### src/pkg/lbx_pkg.sv
// package: opcodes, command layout, register map and constants
`default_nettype none
package lbx_pkg;

   // ----------------------------------------
   // operation codes
   // ----------------------------------------
   typedef enum logic [4:0] {
      OP_DISJUNCT_REGS        = 5'h00,
      OP_DISJUNCT_IMM         = 5'h01,
      OP_XDISJUNCT_REGS       = 5'h02,
      OP_INVERT_ALL_BITS      = 5'h03,
      OP_SET_MASK_BITS        = 5'h04,
      OP_CLEAR_MASK_BITS      = 5'h05,
      OP_ZERO_SIGN_CHECK      = 5'h06,
      OP_ZERO_REGISTER        = 5'h07,
      OP_SUBTRACT_ONE         = 5'h08,
      OP_REL_JUMP             = 5'h09,
      OP_REL_SUBROUTINE_CALL  = 5'h0a,
      OP_POINTER_JUMP         = 5'h0b,
      OP_POINTER_CALL         = 5'h0c,
      OP_EQUAL_SKIP           = 5'h0d,
      OP_IMM_COMPARE          = 5'h0e,
      OP_SKIP_REG_BIT_LOW     = 5'h0f,
      OP_SKIP_REG_BIT_HIGH    = 5'h10,
      OP_SKIP_IO_BIT_LOW      = 5'h11,
      OP_SKIP_IO_BIT_HIGH     = 5'h12,
      OP_BRANCH_FLAG_HIGH     = 5'h13,
      OP_BRANCH_FLAG_LOW      = 5'h14,
      OP_BRANCH_CARRY_HIGH    = 5'h15,
      OP_BRANCH_CARRY_LOW     = 5'h16
   } lbx_op_e;

   // ----------------------------------------
   // command word, low 28 bits of a write
   // ----------------------------------------
   typedef struct packed {
      logic        two_word;
      logic [11:0] k;
      logic [4:0]  rr;
      logic [4:0]  rd;
      lbx_op_e     op;
   } lbx_cmd_s;

   // ----------------------------------------
   // register map, byte addresses
   // ----------------------------------------
   localparam logic [7:0] A_CMD   = 8'h00;
   localparam logic [7:0] A_STAT  = 8'h04;
   localparam logic [7:0] A_PC    = 8'h08;
   localparam logic [7:0] A_PTR   = 8'h0c;
   localparam logic [7:0] A_RSEL  = 8'h10;
   localparam logic [7:0] A_RDATA = 8'h14;
   localparam logic [7:0] A_IOV   = 8'h18;
   localparam logic [7:0] A_LINK  = 8'h1c;

   // ----------------------------------------
   // flag positions, values, counts
   // ----------------------------------------
   localparam int F_C = 0;
   localparam int F_Z = 1;
   localparam int F_N = 2;
   localparam int F_V = 3;
   localparam int F_H = 5;
   localparam logic [7:0]  FLAGS_RST = 8'h00;
   localparam logic [15:0] PC_RST    = 16'h0000;
   localparam logic [7:0]  ALL_ONES  = 8'hff;
   localparam logic [7:0]  SIGN_MIN  = 8'h80;
   localparam logic [15:0] PC_STEP   = 16'h0001;
   localparam logic [15:0] SKIP_ONE  = 16'h0002;
   localparam logic [15:0] SKIP_TWO  = 16'h0003;
   localparam logic [1:0]  CYC_ONE   = 2'h1;
   localparam logic [1:0]  CYC_TWO   = 2'h2;
   localparam logic [1:0]  CYC_THREE = 2'h3;
   localparam logic [1:0]  RESP_OKAY = 2'h0;
   localparam logic [1:0]  RESP_ERR  = 2'h2;

endpackage
`default_nettype wire

### src/logic/lbx_exec.sv
// logic and branch execution unit behind an axi4-lite slave
//
// Function
// RQ1: or with register or constant, flags
// RQ2: set or clear bits by mask
// RQ3: ones complement, sets carry
// RQ4: and register with itself, flags
// RQ5: xor register with itself clears it
// RQ6: decrement, carry kept, one cycle
// RQ7: relative jump two, call three cycles
// RQ8: pointer jump from pair, two cycles
// RQ9: pointer call from pair, three cycles
// RQ10: skip next when registers equal
// RQ11: compare with constant, flags only
// RQ12: skip on working register bit
// RQ13: skip on io register bit
// RQ14: branch on selected flag bit
// RQ15: branch on carry set or clear
// RQ16: counter in words, skips one or two
// RQ17: offsets signed, added to next address
`timescale 1ns/10ps
`default_nettype none
module lbx_exec (
   input  wire logic        aclk,
   input  wire logic        aresetn,
   input  wire logic        ce,
   input  wire logic [7:0]  awaddr,
   input  wire logic        awvalid,
   output logic             awready,
   input  wire logic [31:0] wdata,
   input  wire logic [3:0]  wstrb,
   input  wire logic        wvalid,
   output logic             wready,
   output logic [1:0]       bresp,
   output logic             bvalid,
   input  wire logic        bready,
   input  wire logic [7:0]  araddr,
   input  wire logic        arvalid,
   output logic             arready,
   output logic [31:0]      rdata,
   output logic [1:0]       rresp,
   output logic             rvalid,
   input  wire logic        rready
);

   // ----------------------------------------
   // functions
   // ----------------------------------------
   function automatic logic mapped(input logic [7:0] a);
      mapped = (a <= lbx_pkg::A_LINK) && (a[1:0] == 2'h0);
   endfunction

   function automatic logic [15:0] merge16(input logic [15:0] o,
                                           input logic [15:0] n,
                                           input logic [1:0]  s);
      merge16 = {s[1] ? n[15:8] : o[15:8], s[0] ? n[7:0] : o[7:0]};
   endfunction

   // ----------------------------------------
   // state
   // ----------------------------------------
   logic [7:0]        regs      [32];
   logic [7:0]        next_regs [32];
   logic [7:0]        flags, next_flags;
   logic [15:0]       pc, next_pc;
   logic [15:0]       zptr, next_zptr;
   logic [15:0]       link, next_link;
   logic [7:0]        iov, next_iov;
   logic [4:0]        rsel, next_rsel;
   lbx_pkg::lbx_cmd_s cmd_q, next_cmd;
   logic [1:0]        cnt, next_cnt;
   logic [1:0]        last_cyc, next_last;
   logic              next_awready, next_wready, next_bvalid;
   logic              next_arready, next_rvalid;
   logic [1:0]        next_bresp, next_rresp;
   logic [31:0]       next_rdata, rmux;

   lbx_pkg::lbx_cmd_s c;
   logic              wr_fire, rd_fire, busy, go;
   logic [7:0]        a, b, imm, res;
   logic [8:0]        diff;
   logic [15:0]       rel12, rel7, tgt;
   logic              wb, fl, vf, skip;
   logic [1:0]        cyc;

   assign c       = lbx_pkg::lbx_cmd_s'(wdata[27:0]);
   assign wr_fire = awready & awvalid & wvalid;
   assign rd_fire = arready & arvalid;
   assign busy    = cnt != 2'h0;
   // a command arriving during a multi-cycle one is refused
   assign go      = ce & wr_fire & (awaddr == lbx_pkg::A_CMD) & !busy;
   assign a       = regs[c.rd];
   assign b       = regs[c.rr];
   assign imm     = c.k[7:0];
   // RQ17: sign extend offsets
   assign rel12   = {{4{c.k[11]}}, c.k};
   assign rel7    = {{9{c.k[6]}}, c.k[6:0]};

   // ----------------------------------------
   // execution
   // ----------------------------------------
   always_comb begin
      next_regs  = regs;
      next_flags = flags;
      next_pc    = pc;
      next_zptr  = zptr;
      next_link  = link;
      next_iov   = iov;
      next_rsel  = rsel;
      next_cmd   = cmd_q;
      next_last  = last_cyc;
      next_cnt   = busy ? cnt - 2'h1 : cnt;
      diff = {1'b0, a} - {1'b0, imm};
      res  = 8'h00;
      wb   = 1'b0;
      fl   = 1'b0;
      vf   = 1'b0;
      skip = 1'b0;
      cyc  = lbx_pkg::CYC_ONE;
      // RQ16: word counter, plain advance
      tgt  = pc + lbx_pkg::PC_STEP;
      if (wr_fire) begin
         if (awaddr == lbx_pkg::A_PC) begin
            next_pc = merge16(pc, wdata[15:0], wstrb[1:0]);
         end else if (awaddr == lbx_pkg::A_PTR) begin
            next_zptr = merge16(zptr, wdata[15:0], wstrb[1:0]);
         end else if (awaddr == lbx_pkg::A_RSEL && wstrb[0]) begin
            next_rsel = wdata[4:0];
         end else if (awaddr == lbx_pkg::A_RDATA && wstrb[0]) begin
            next_regs[rsel] = wdata[7:0];
         end else if (awaddr == lbx_pkg::A_IOV && wstrb[0]) begin
            next_iov = wdata[7:0];
         end
      end
      if (go) begin
         next_cmd = c;
         case (c.op)
            // RQ1: or write back
            lbx_pkg::OP_DISJUNCT_REGS: begin
               res = a | b;
               wb  = 1'b1;
               fl  = 1'b1;
            end
            lbx_pkg::OP_DISJUNCT_IMM, lbx_pkg::OP_SET_MASK_BITS: begin
               res = a | imm;
               wb  = 1'b1;
               fl  = 1'b1;
            end
            // RQ2: mask clear form
            lbx_pkg::OP_CLEAR_MASK_BITS: begin
               res = a & (lbx_pkg::ALL_ONES - imm);
               wb  = 1'b1;
               fl  = 1'b1;
            end
            // RQ5: xor clear
            lbx_pkg::OP_XDISJUNCT_REGS, lbx_pkg::OP_ZERO_REGISTER: begin
               res = (c.op == lbx_pkg::OP_ZERO_REGISTER) ? a ^ a : a ^ b;
               wb  = 1'b1;
               fl  = 1'b1;
            end
            // RQ3: complement sets carry
            lbx_pkg::OP_INVERT_ALL_BITS: begin
               res = lbx_pkg::ALL_ONES - a;
               wb  = 1'b1;
               fl  = 1'b1;
               next_flags[lbx_pkg::F_C] = 1'b1;
            end
            // RQ4: self and test
            lbx_pkg::OP_ZERO_SIGN_CHECK: begin
               res = a & a;
               wb  = 1'b1;
               fl  = 1'b1;
            end
            // RQ6: decrement keeps carry
            lbx_pkg::OP_SUBTRACT_ONE: begin
               res = a - 8'h01;
               wb  = 1'b1;
               fl  = 1'b1;
               vf  = a == lbx_pkg::SIGN_MIN;
            end
            // RQ11: compare, result dropped
            lbx_pkg::OP_IMM_COMPARE: begin
               res = diff[7:0];
               fl  = 1'b1;
               vf  = (a[7] & ~imm[7] & ~res[7]) | (~a[7] & imm[7] & res[7]);
               next_flags[lbx_pkg::F_C] = diff[8];
               next_flags[lbx_pkg::F_H] = (~a[3] & imm[3]) |
                                          (imm[3] & res[3]) |
                                          (res[3] & ~a[3]);
            end
            // RQ7: relative jump and call
            lbx_pkg::OP_REL_JUMP, lbx_pkg::OP_REL_SUBROUTINE_CALL: begin
               tgt = pc + lbx_pkg::PC_STEP + rel12;
               cyc = (c.op == lbx_pkg::OP_REL_JUMP) ? lbx_pkg::CYC_TWO
                                                  : lbx_pkg::CYC_THREE;
            end
            // RQ8: pointer jump
            lbx_pkg::OP_POINTER_JUMP: begin
               tgt = zptr;
               cyc = lbx_pkg::CYC_TWO;
            end
            // RQ9: pointer call
            lbx_pkg::OP_POINTER_CALL: begin
               tgt = zptr;
               cyc = lbx_pkg::CYC_THREE;
            end
            // RQ10: equality skip
            lbx_pkg::OP_EQUAL_SKIP:        skip = a == b;
            // RQ12: register bit skips
            lbx_pkg::OP_SKIP_REG_BIT_LOW:  skip = !b[c.k[2:0]];
            lbx_pkg::OP_SKIP_REG_BIT_HIGH: skip = b[c.k[2:0]];
            // RQ13: io bit skips
            lbx_pkg::OP_SKIP_IO_BIT_LOW:   skip = !iov[c.k[2:0]];
            lbx_pkg::OP_SKIP_IO_BIT_HIGH:  skip = iov[c.k[2:0]];
            // RQ14: selected flag branch
            lbx_pkg::OP_BRANCH_FLAG_HIGH, lbx_pkg::OP_BRANCH_FLAG_LOW: begin
               if (flags[c.rr[2:0]] ==
                   (c.op == lbx_pkg::OP_BRANCH_FLAG_HIGH)) begin
                  tgt = pc + lbx_pkg::PC_STEP + rel7;
                  cyc = lbx_pkg::CYC_TWO;
               end
            end
            // RQ15: carry branch
            lbx_pkg::OP_BRANCH_CARRY_HIGH, lbx_pkg::OP_BRANCH_CARRY_LOW: begin
               if (flags[lbx_pkg::F_C] ==
                   (c.op == lbx_pkg::OP_BRANCH_CARRY_HIGH)) begin
                  tgt = pc + lbx_pkg::PC_STEP + rel7;
                  cyc = lbx_pkg::CYC_TWO;
               end
            end
            default: cyc = lbx_pkg::CYC_ONE;
         endcase
         // RQ16: skip one or two words
         if (skip) begin
            tgt = pc + (c.two_word ? lbx_pkg::SKIP_TWO : lbx_pkg::SKIP_ONE);
            cyc = c.two_word ? lbx_pkg::CYC_THREE : lbx_pkg::CYC_TWO;
         end
         if (c.op == lbx_pkg::OP_REL_SUBROUTINE_CALL ||
             c.op == lbx_pkg::OP_POINTER_CALL) begin
            next_link = pc + lbx_pkg::PC_STEP;
         end
         if (wb) begin
            next_regs[c.rd] = res;
         end
         if (fl) begin
            next_flags[lbx_pkg::F_Z] = res == 8'h00;
            next_flags[lbx_pkg::F_N] = res[7];
            next_flags[lbx_pkg::F_V] = vf;
         end
         next_pc   = tgt;
         next_cnt  = cyc - 2'h1;
         next_last = cyc;
      end
   end

   always_ff @(posedge aclk) begin
      if (!aresetn) begin
         for (int i = 0; i < 32; i++) begin
            regs[i] <= 8'h00;
         end
         flags    <= lbx_pkg::FLAGS_RST;
         pc       <= lbx_pkg::PC_RST;
         zptr     <= lbx_pkg::PC_RST;
         link     <= lbx_pkg::PC_RST;
         iov      <= 8'h00;
         rsel     <= 5'h00;
         cmd_q    <= lbx_pkg::lbx_cmd_s'(28'h0);
         cnt      <= 2'h0;
         last_cyc <= 2'h0;
      end else if (ce) begin
         regs     <= next_regs;
         flags    <= next_flags;
         pc       <= next_pc;
         zptr     <= next_zptr;
         link     <= next_link;
         iov      <= next_iov;
         rsel     <= next_rsel;
         cmd_q    <= next_cmd;
         cnt      <= next_cnt;
         last_cyc <= next_last;
      end
   end

   // ----------------------------------------
   // axi4-lite slave
   // ----------------------------------------
   always_comb begin
      if (araddr == lbx_pkg::A_CMD) begin
         rmux = {4'h0, cmd_q};
      end else if (araddr == lbx_pkg::A_STAT) begin
         rmux = {21'h0, last_cyc, busy, flags};
      end else if (araddr == lbx_pkg::A_PC) begin
         rmux = {16'h0, pc};
      end else if (araddr == lbx_pkg::A_PTR) begin
         rmux = {16'h0, zptr};
      end else if (araddr == lbx_pkg::A_RSEL) begin
         rmux = {27'h0, rsel};
      end else if (araddr == lbx_pkg::A_RDATA) begin
         rmux = {24'h0, regs[rsel]};
      end else if (araddr == lbx_pkg::A_IOV) begin
         rmux = {24'h0, iov};
      end else if (araddr == lbx_pkg::A_LINK) begin
         rmux = {16'h0, link};
      end else begin
         rmux = 32'h0;
      end
   end

   always_comb begin
      // ready only with both channels offered, so they are taken together
      next_awready = !awready && !bvalid && awvalid && wvalid;
      next_wready  = next_awready;
      next_bvalid  = bvalid ? !bready : wr_fire;
      next_bresp   = bresp;
      if (wr_fire) begin
         next_bresp = (mapped(awaddr) &&
                       !(awaddr == lbx_pkg::A_CMD && busy))
                      ? lbx_pkg::RESP_OKAY : lbx_pkg::RESP_ERR;
      end
      next_arready = !arready && !rvalid && arvalid;
      next_rvalid  = rvalid ? !rready : rd_fire;
      next_rdata   = rdata;
      next_rresp   = rresp;
      if (rd_fire) begin
         next_rdata = rmux;
         next_rresp = mapped(araddr) ? lbx_pkg::RESP_OKAY
                                     : lbx_pkg::RESP_ERR;
      end
   end

   always_ff @(posedge aclk) begin
      if (!aresetn) begin
         awready <= 1'b0;
         wready  <= 1'b0;
         bvalid  <= 1'b0;
         bresp   <= lbx_pkg::RESP_OKAY;
         arready <= 1'b0;
         rvalid  <= 1'b0;
         rdata   <= 32'h0;
         rresp   <= lbx_pkg::RESP_OKAY;
      end else if (ce) begin
         awready <= next_awready;
         wready  <= next_wready;
         bvalid  <= next_bvalid;
         bresp   <= next_bresp;
         arready <= next_arready;
         rvalid  <= next_rvalid;
         rdata   <= next_rdata;
         rresp   <= next_rresp;
      end
   end
endmodule
`default_nettype wire

### config.mk
export PLATFORM = sky130hd
export DESIGN_NAME = lbx_exec
export DESIGN_NICKNAME = d
export VERILOG_FILES = /design/src/pkg/lbx_pkg.sv /design/src/logic/lbx_exec.sv
export SDC_FILE = /design/constraint.sdc
export NUM_CORES = 2
export LEC_CHECK = 0
export BUFFER_PORTS_ARGS = -buffer_cell sky130_fd_sc_hd__buf_4
export CORE_MARGIN = 1.5
export CORE_UTILIZATION = 44
export DETAILED_ROUTE_END_ITERATION = 7
export PLACE_DENSITY = 0.61
export SETUP_SLACK_MARGIN = 0.4
export SLEW_MARGIN = 10
export SYNTH_ARGS = -nofsm -noshare
export SYNTH_HDL_FRONTEND = slang
export SYNTH_SLANG_ARGS = --single-unit
export TNS_END_PERCENT = 1
### constraint.sdc
create_clock -name aclk -period 7.3 [get_ports aclk]
set_input_delay 1.46 -clock aclk [delete_from_list [all_inputs] [get_ports aclk]]
set_output_delay 1.46 -clock aclk [all_outputs]
set_load 0.05 [all_outputs]
==> impl_metrics.json <==
{
  "status": "finished clean",
  "syn_area_mm2": 0.02601,
  "clk_path_buf_depth": 3,
  "antenna_cells": 0,
  "endpoint_kind": "flip-flop",
  "drc": 0,
  "die_area_mm2": 0.06058,
  "max_slew.worst_pin.slew_ns": 1.247,
  "drtPass1Iterations": 7,
  "io_pins": 101,
  "layout_common_cells": "a21oi_1, dfxtp_1, o21ai_0",
  "gp_congestion": 1.074,
  "nNetsFinal": 3115,
  "p_int_mw": 3.607,
  "cts_tree": "yes",
  "die_h_um": 246.1,
  "p_sw_share_pct": 28.89,
  "ant_nets": 0,
  "vias": 27960,
  "cp.required_ns": 7.85,
  "relSlewSlack_pct": 16.44,
  "ys_ff_latch": 388,
  "cts.htree.levels": 2,
  "drtIter0Drc": 4258,
  "setup_viol": 0,
  "io_buffer_count": 88,
  "p_total_mw": 5.072,
  "crit_path_max_fanout": 38,
  "die_w_um": 246.1,
  "cap_violations": 0,
  "cts_hold_buffers": 0,
  "cts.sinks": 388,
  "async_flop_share_pct": 0,
  "syn_inst": 3084,
  "hold_violations": 0,
  "drt_wl_total_um": 121900,
  "post_cts_buffers": 0,
  "wl_per_cell_um": 31.98,
  "p_seq_share_pct": 41.8,
  "cts_resized": 0,
  "synth_ff_type": "dfxtp_1",
  "track_usage_pct": 39.29,
  "synth_area_per_cell_um2": 8.433,
  "drv_slew": 0,
  "utilization_pct": 49.23,
  "post-route-cell-area_mm2": 0.02856,
  "p_leak_nw": 10.12,
  "cts_root_buf": "clkbuf_16",
  "hold_class": "flip-flop to flip-flop",
  "core_area_mm2": 0.05803,
  "cp_data_arrival_time_ns": 6.61,
  "fmax_mhz": 165.0,
  "dpl_cell_area_mm2": 0.02709,
  "hpwl_um": 83180,
  "rows": 88,
  "drive_above_1_share_pct": 13.63,
  "yosys_warnings": 0,
  "grt_pass1_wl_um": 176700,
  "final_common_cell": "a21oi_1",
  "worstSetupPathType": "input port to flip-flop",
  "synth_edf_count": 0,
  "clock_latency_ns": 0.61,
  "grt_max_degree": 125,
  "finalSetupTns_ns": 0,
  "first_global_vias": 25760,
  "grt_overflow": 0,
  "power.switching_mw": 1.465,
  "grt_antenna_before_repair": 2,
  "combPwrFrac_pct": 12.4,
  "hold_slack_ns": 0.4525,
  "peakVddDrop_uv": 166.8,
  "crit_path_start_kind": "input port",
  "ys_seq_area_share_pct": 29.86,
  "clkTransAtPathRegs_ns": 0.06,
  "synth.distinct_cells": 86,
  "area_growth_pct": 9.828,
  "finalCritPeriodShare_pct": 83.05,
  "pwr-share-clk_pct": 45.8,
  "rsz0062_at_grt": "no",
  "fin_crit_ns": 6.062,
  "clock_skew_ns": 0.03752,
  "numCtsBuffers": 46,
  "initial_core_util_pct": 44.82,
  "vias_per_cell": 7.337,
  "pwr_density_cell_mw_per_mm2": 177.6
}
worst paths after layout:
check	startpoint	to	slack, ns	cells after the start
min reg2reg	cmd_q[16]	cmd_q[16]	0.45	2
max	wdata[5]	flags[1]	1.24	17
max reg2reg	wready	regs[89]	2.47	8
min	cmd_q[16]	cmd_q[16]	0.45	2
through the flow:
step	worst slack, ns	instances
2_1_floorplan	1.905	3089
3_5_place_dp	0.8984	3728
6_report	1.238	3810
4_1_cts	1.496	3810
3_3_place_gp	0.9425	3728
5_1_grt	1.035	3810
worst max-delay path, cell delays in order:
cell      delay [ns]
buf_4           0.57
and2_1          0.68
a22oi_1         0.32
nand3_1         0.16
nand4_1         0.40
ha_1            0.44
nor2b_1         0.13
o21ai_0         0.25
a21boi_0        0.15
o21a_1          0.21
nor3_1          0.17
nor3_1          0.08
a211oi_1        0.46
o221ai_4        0.23
buf_4           0.28
nor4_1          0.39
a21o_1          0.16
cells by family after synthesis:
kind of cell    share of synthesized area, %
compound gates                         28.69
simple gates                           12.37
flops                                  29.86
mux                                    19.44
buf+inv                                5.345
xor+xnor                               2.083
fa+ha+maj                              2.203
other cells                          0.01442
power by group through the flow:
| stage | Combinational (mW) | Sequential [mW] | Clock (mW) |
|---|---|---|---|
| 2_1_floorplan | 0.367 | 2.18 | 0 |
| 3_3_place_gp | 0.595 | 2.17 | 0 |
| 3_5_place_dp | 0.601 | 2.17 | 0 |
| 4_1_cts | 0.602 | 2.12 | 2.33 |
| 5_1_grt | 0.642 | 2.12 | 2.41 |
| 6_report | 0.629 | 2.12 | 2.32 |
synthesized netlist by cell type (12+ instances only):
master	n	area, um2
a21oi_1	399	1997
dfxtp_1	388	7767
o21ai_0	288	1441
nand2_1	277	1040
o22ai_1	231	1445
clkbuf_1	217	814.5
mux2i_1	175	1752
nor2_1	158	593.1
mux4_2	140	3153
a22oi_1	92	690.7
nand3_1	65	325.3
a31oi_1	54	337.8
nor3_1	43	215.2
ha_1	41	513.0
buf_2	39	195.2
xnor2_1	39	341.6
o221ai_1	36	315.3
inv_1	34	127.6
a221oi_1	23	201.4
xor2_1	21	183.9
nor2b_1	18	112.6
and3_1	17	106.4
nand2b_1	17	106.4
a211oi_1	16	120.1
nand4_1	14	87.58
o211ai_1	14	105.1
a222oi_1	13	130.1
buf_4	13	97.59
and2_1	12	75.07
metal layers:
metal  track usage, %  up-vias  part of all wire, %
li1                 -    11740                    -
met4            27.12        0                  8.4
met5                0        -                    0
met3            7.985      468                   11
met2            61.26     2181                   44
met1            48.69    13570                   36
area by class of cell:
class	instances	area, um2
Clock inverter	22	217.7
Multi-Input combinational cell	2377	16940
Tap cell	765	957.2
Fill cell	5513	29460
Timing Repair Buffer	163	1285
Clock buffer	60	1254
Inverter	35	132.6
Sequential cell	388	7775
state kept, by name (all words and copies together), names as in the netlist, 2 cells and up:
| signal | flops |
|---|---|
| regs | 256 |
| cmd_q | 28 |
| rdata | 28 |
| link | 16 |
| pc | 16 |
| zptr | 16 |
| iov | 8 |
| flags | 5 |
| rsel | 5 |
| cnt | 2 |
| last_cyc | 2 |
Power figures use the tool's default switching activity.
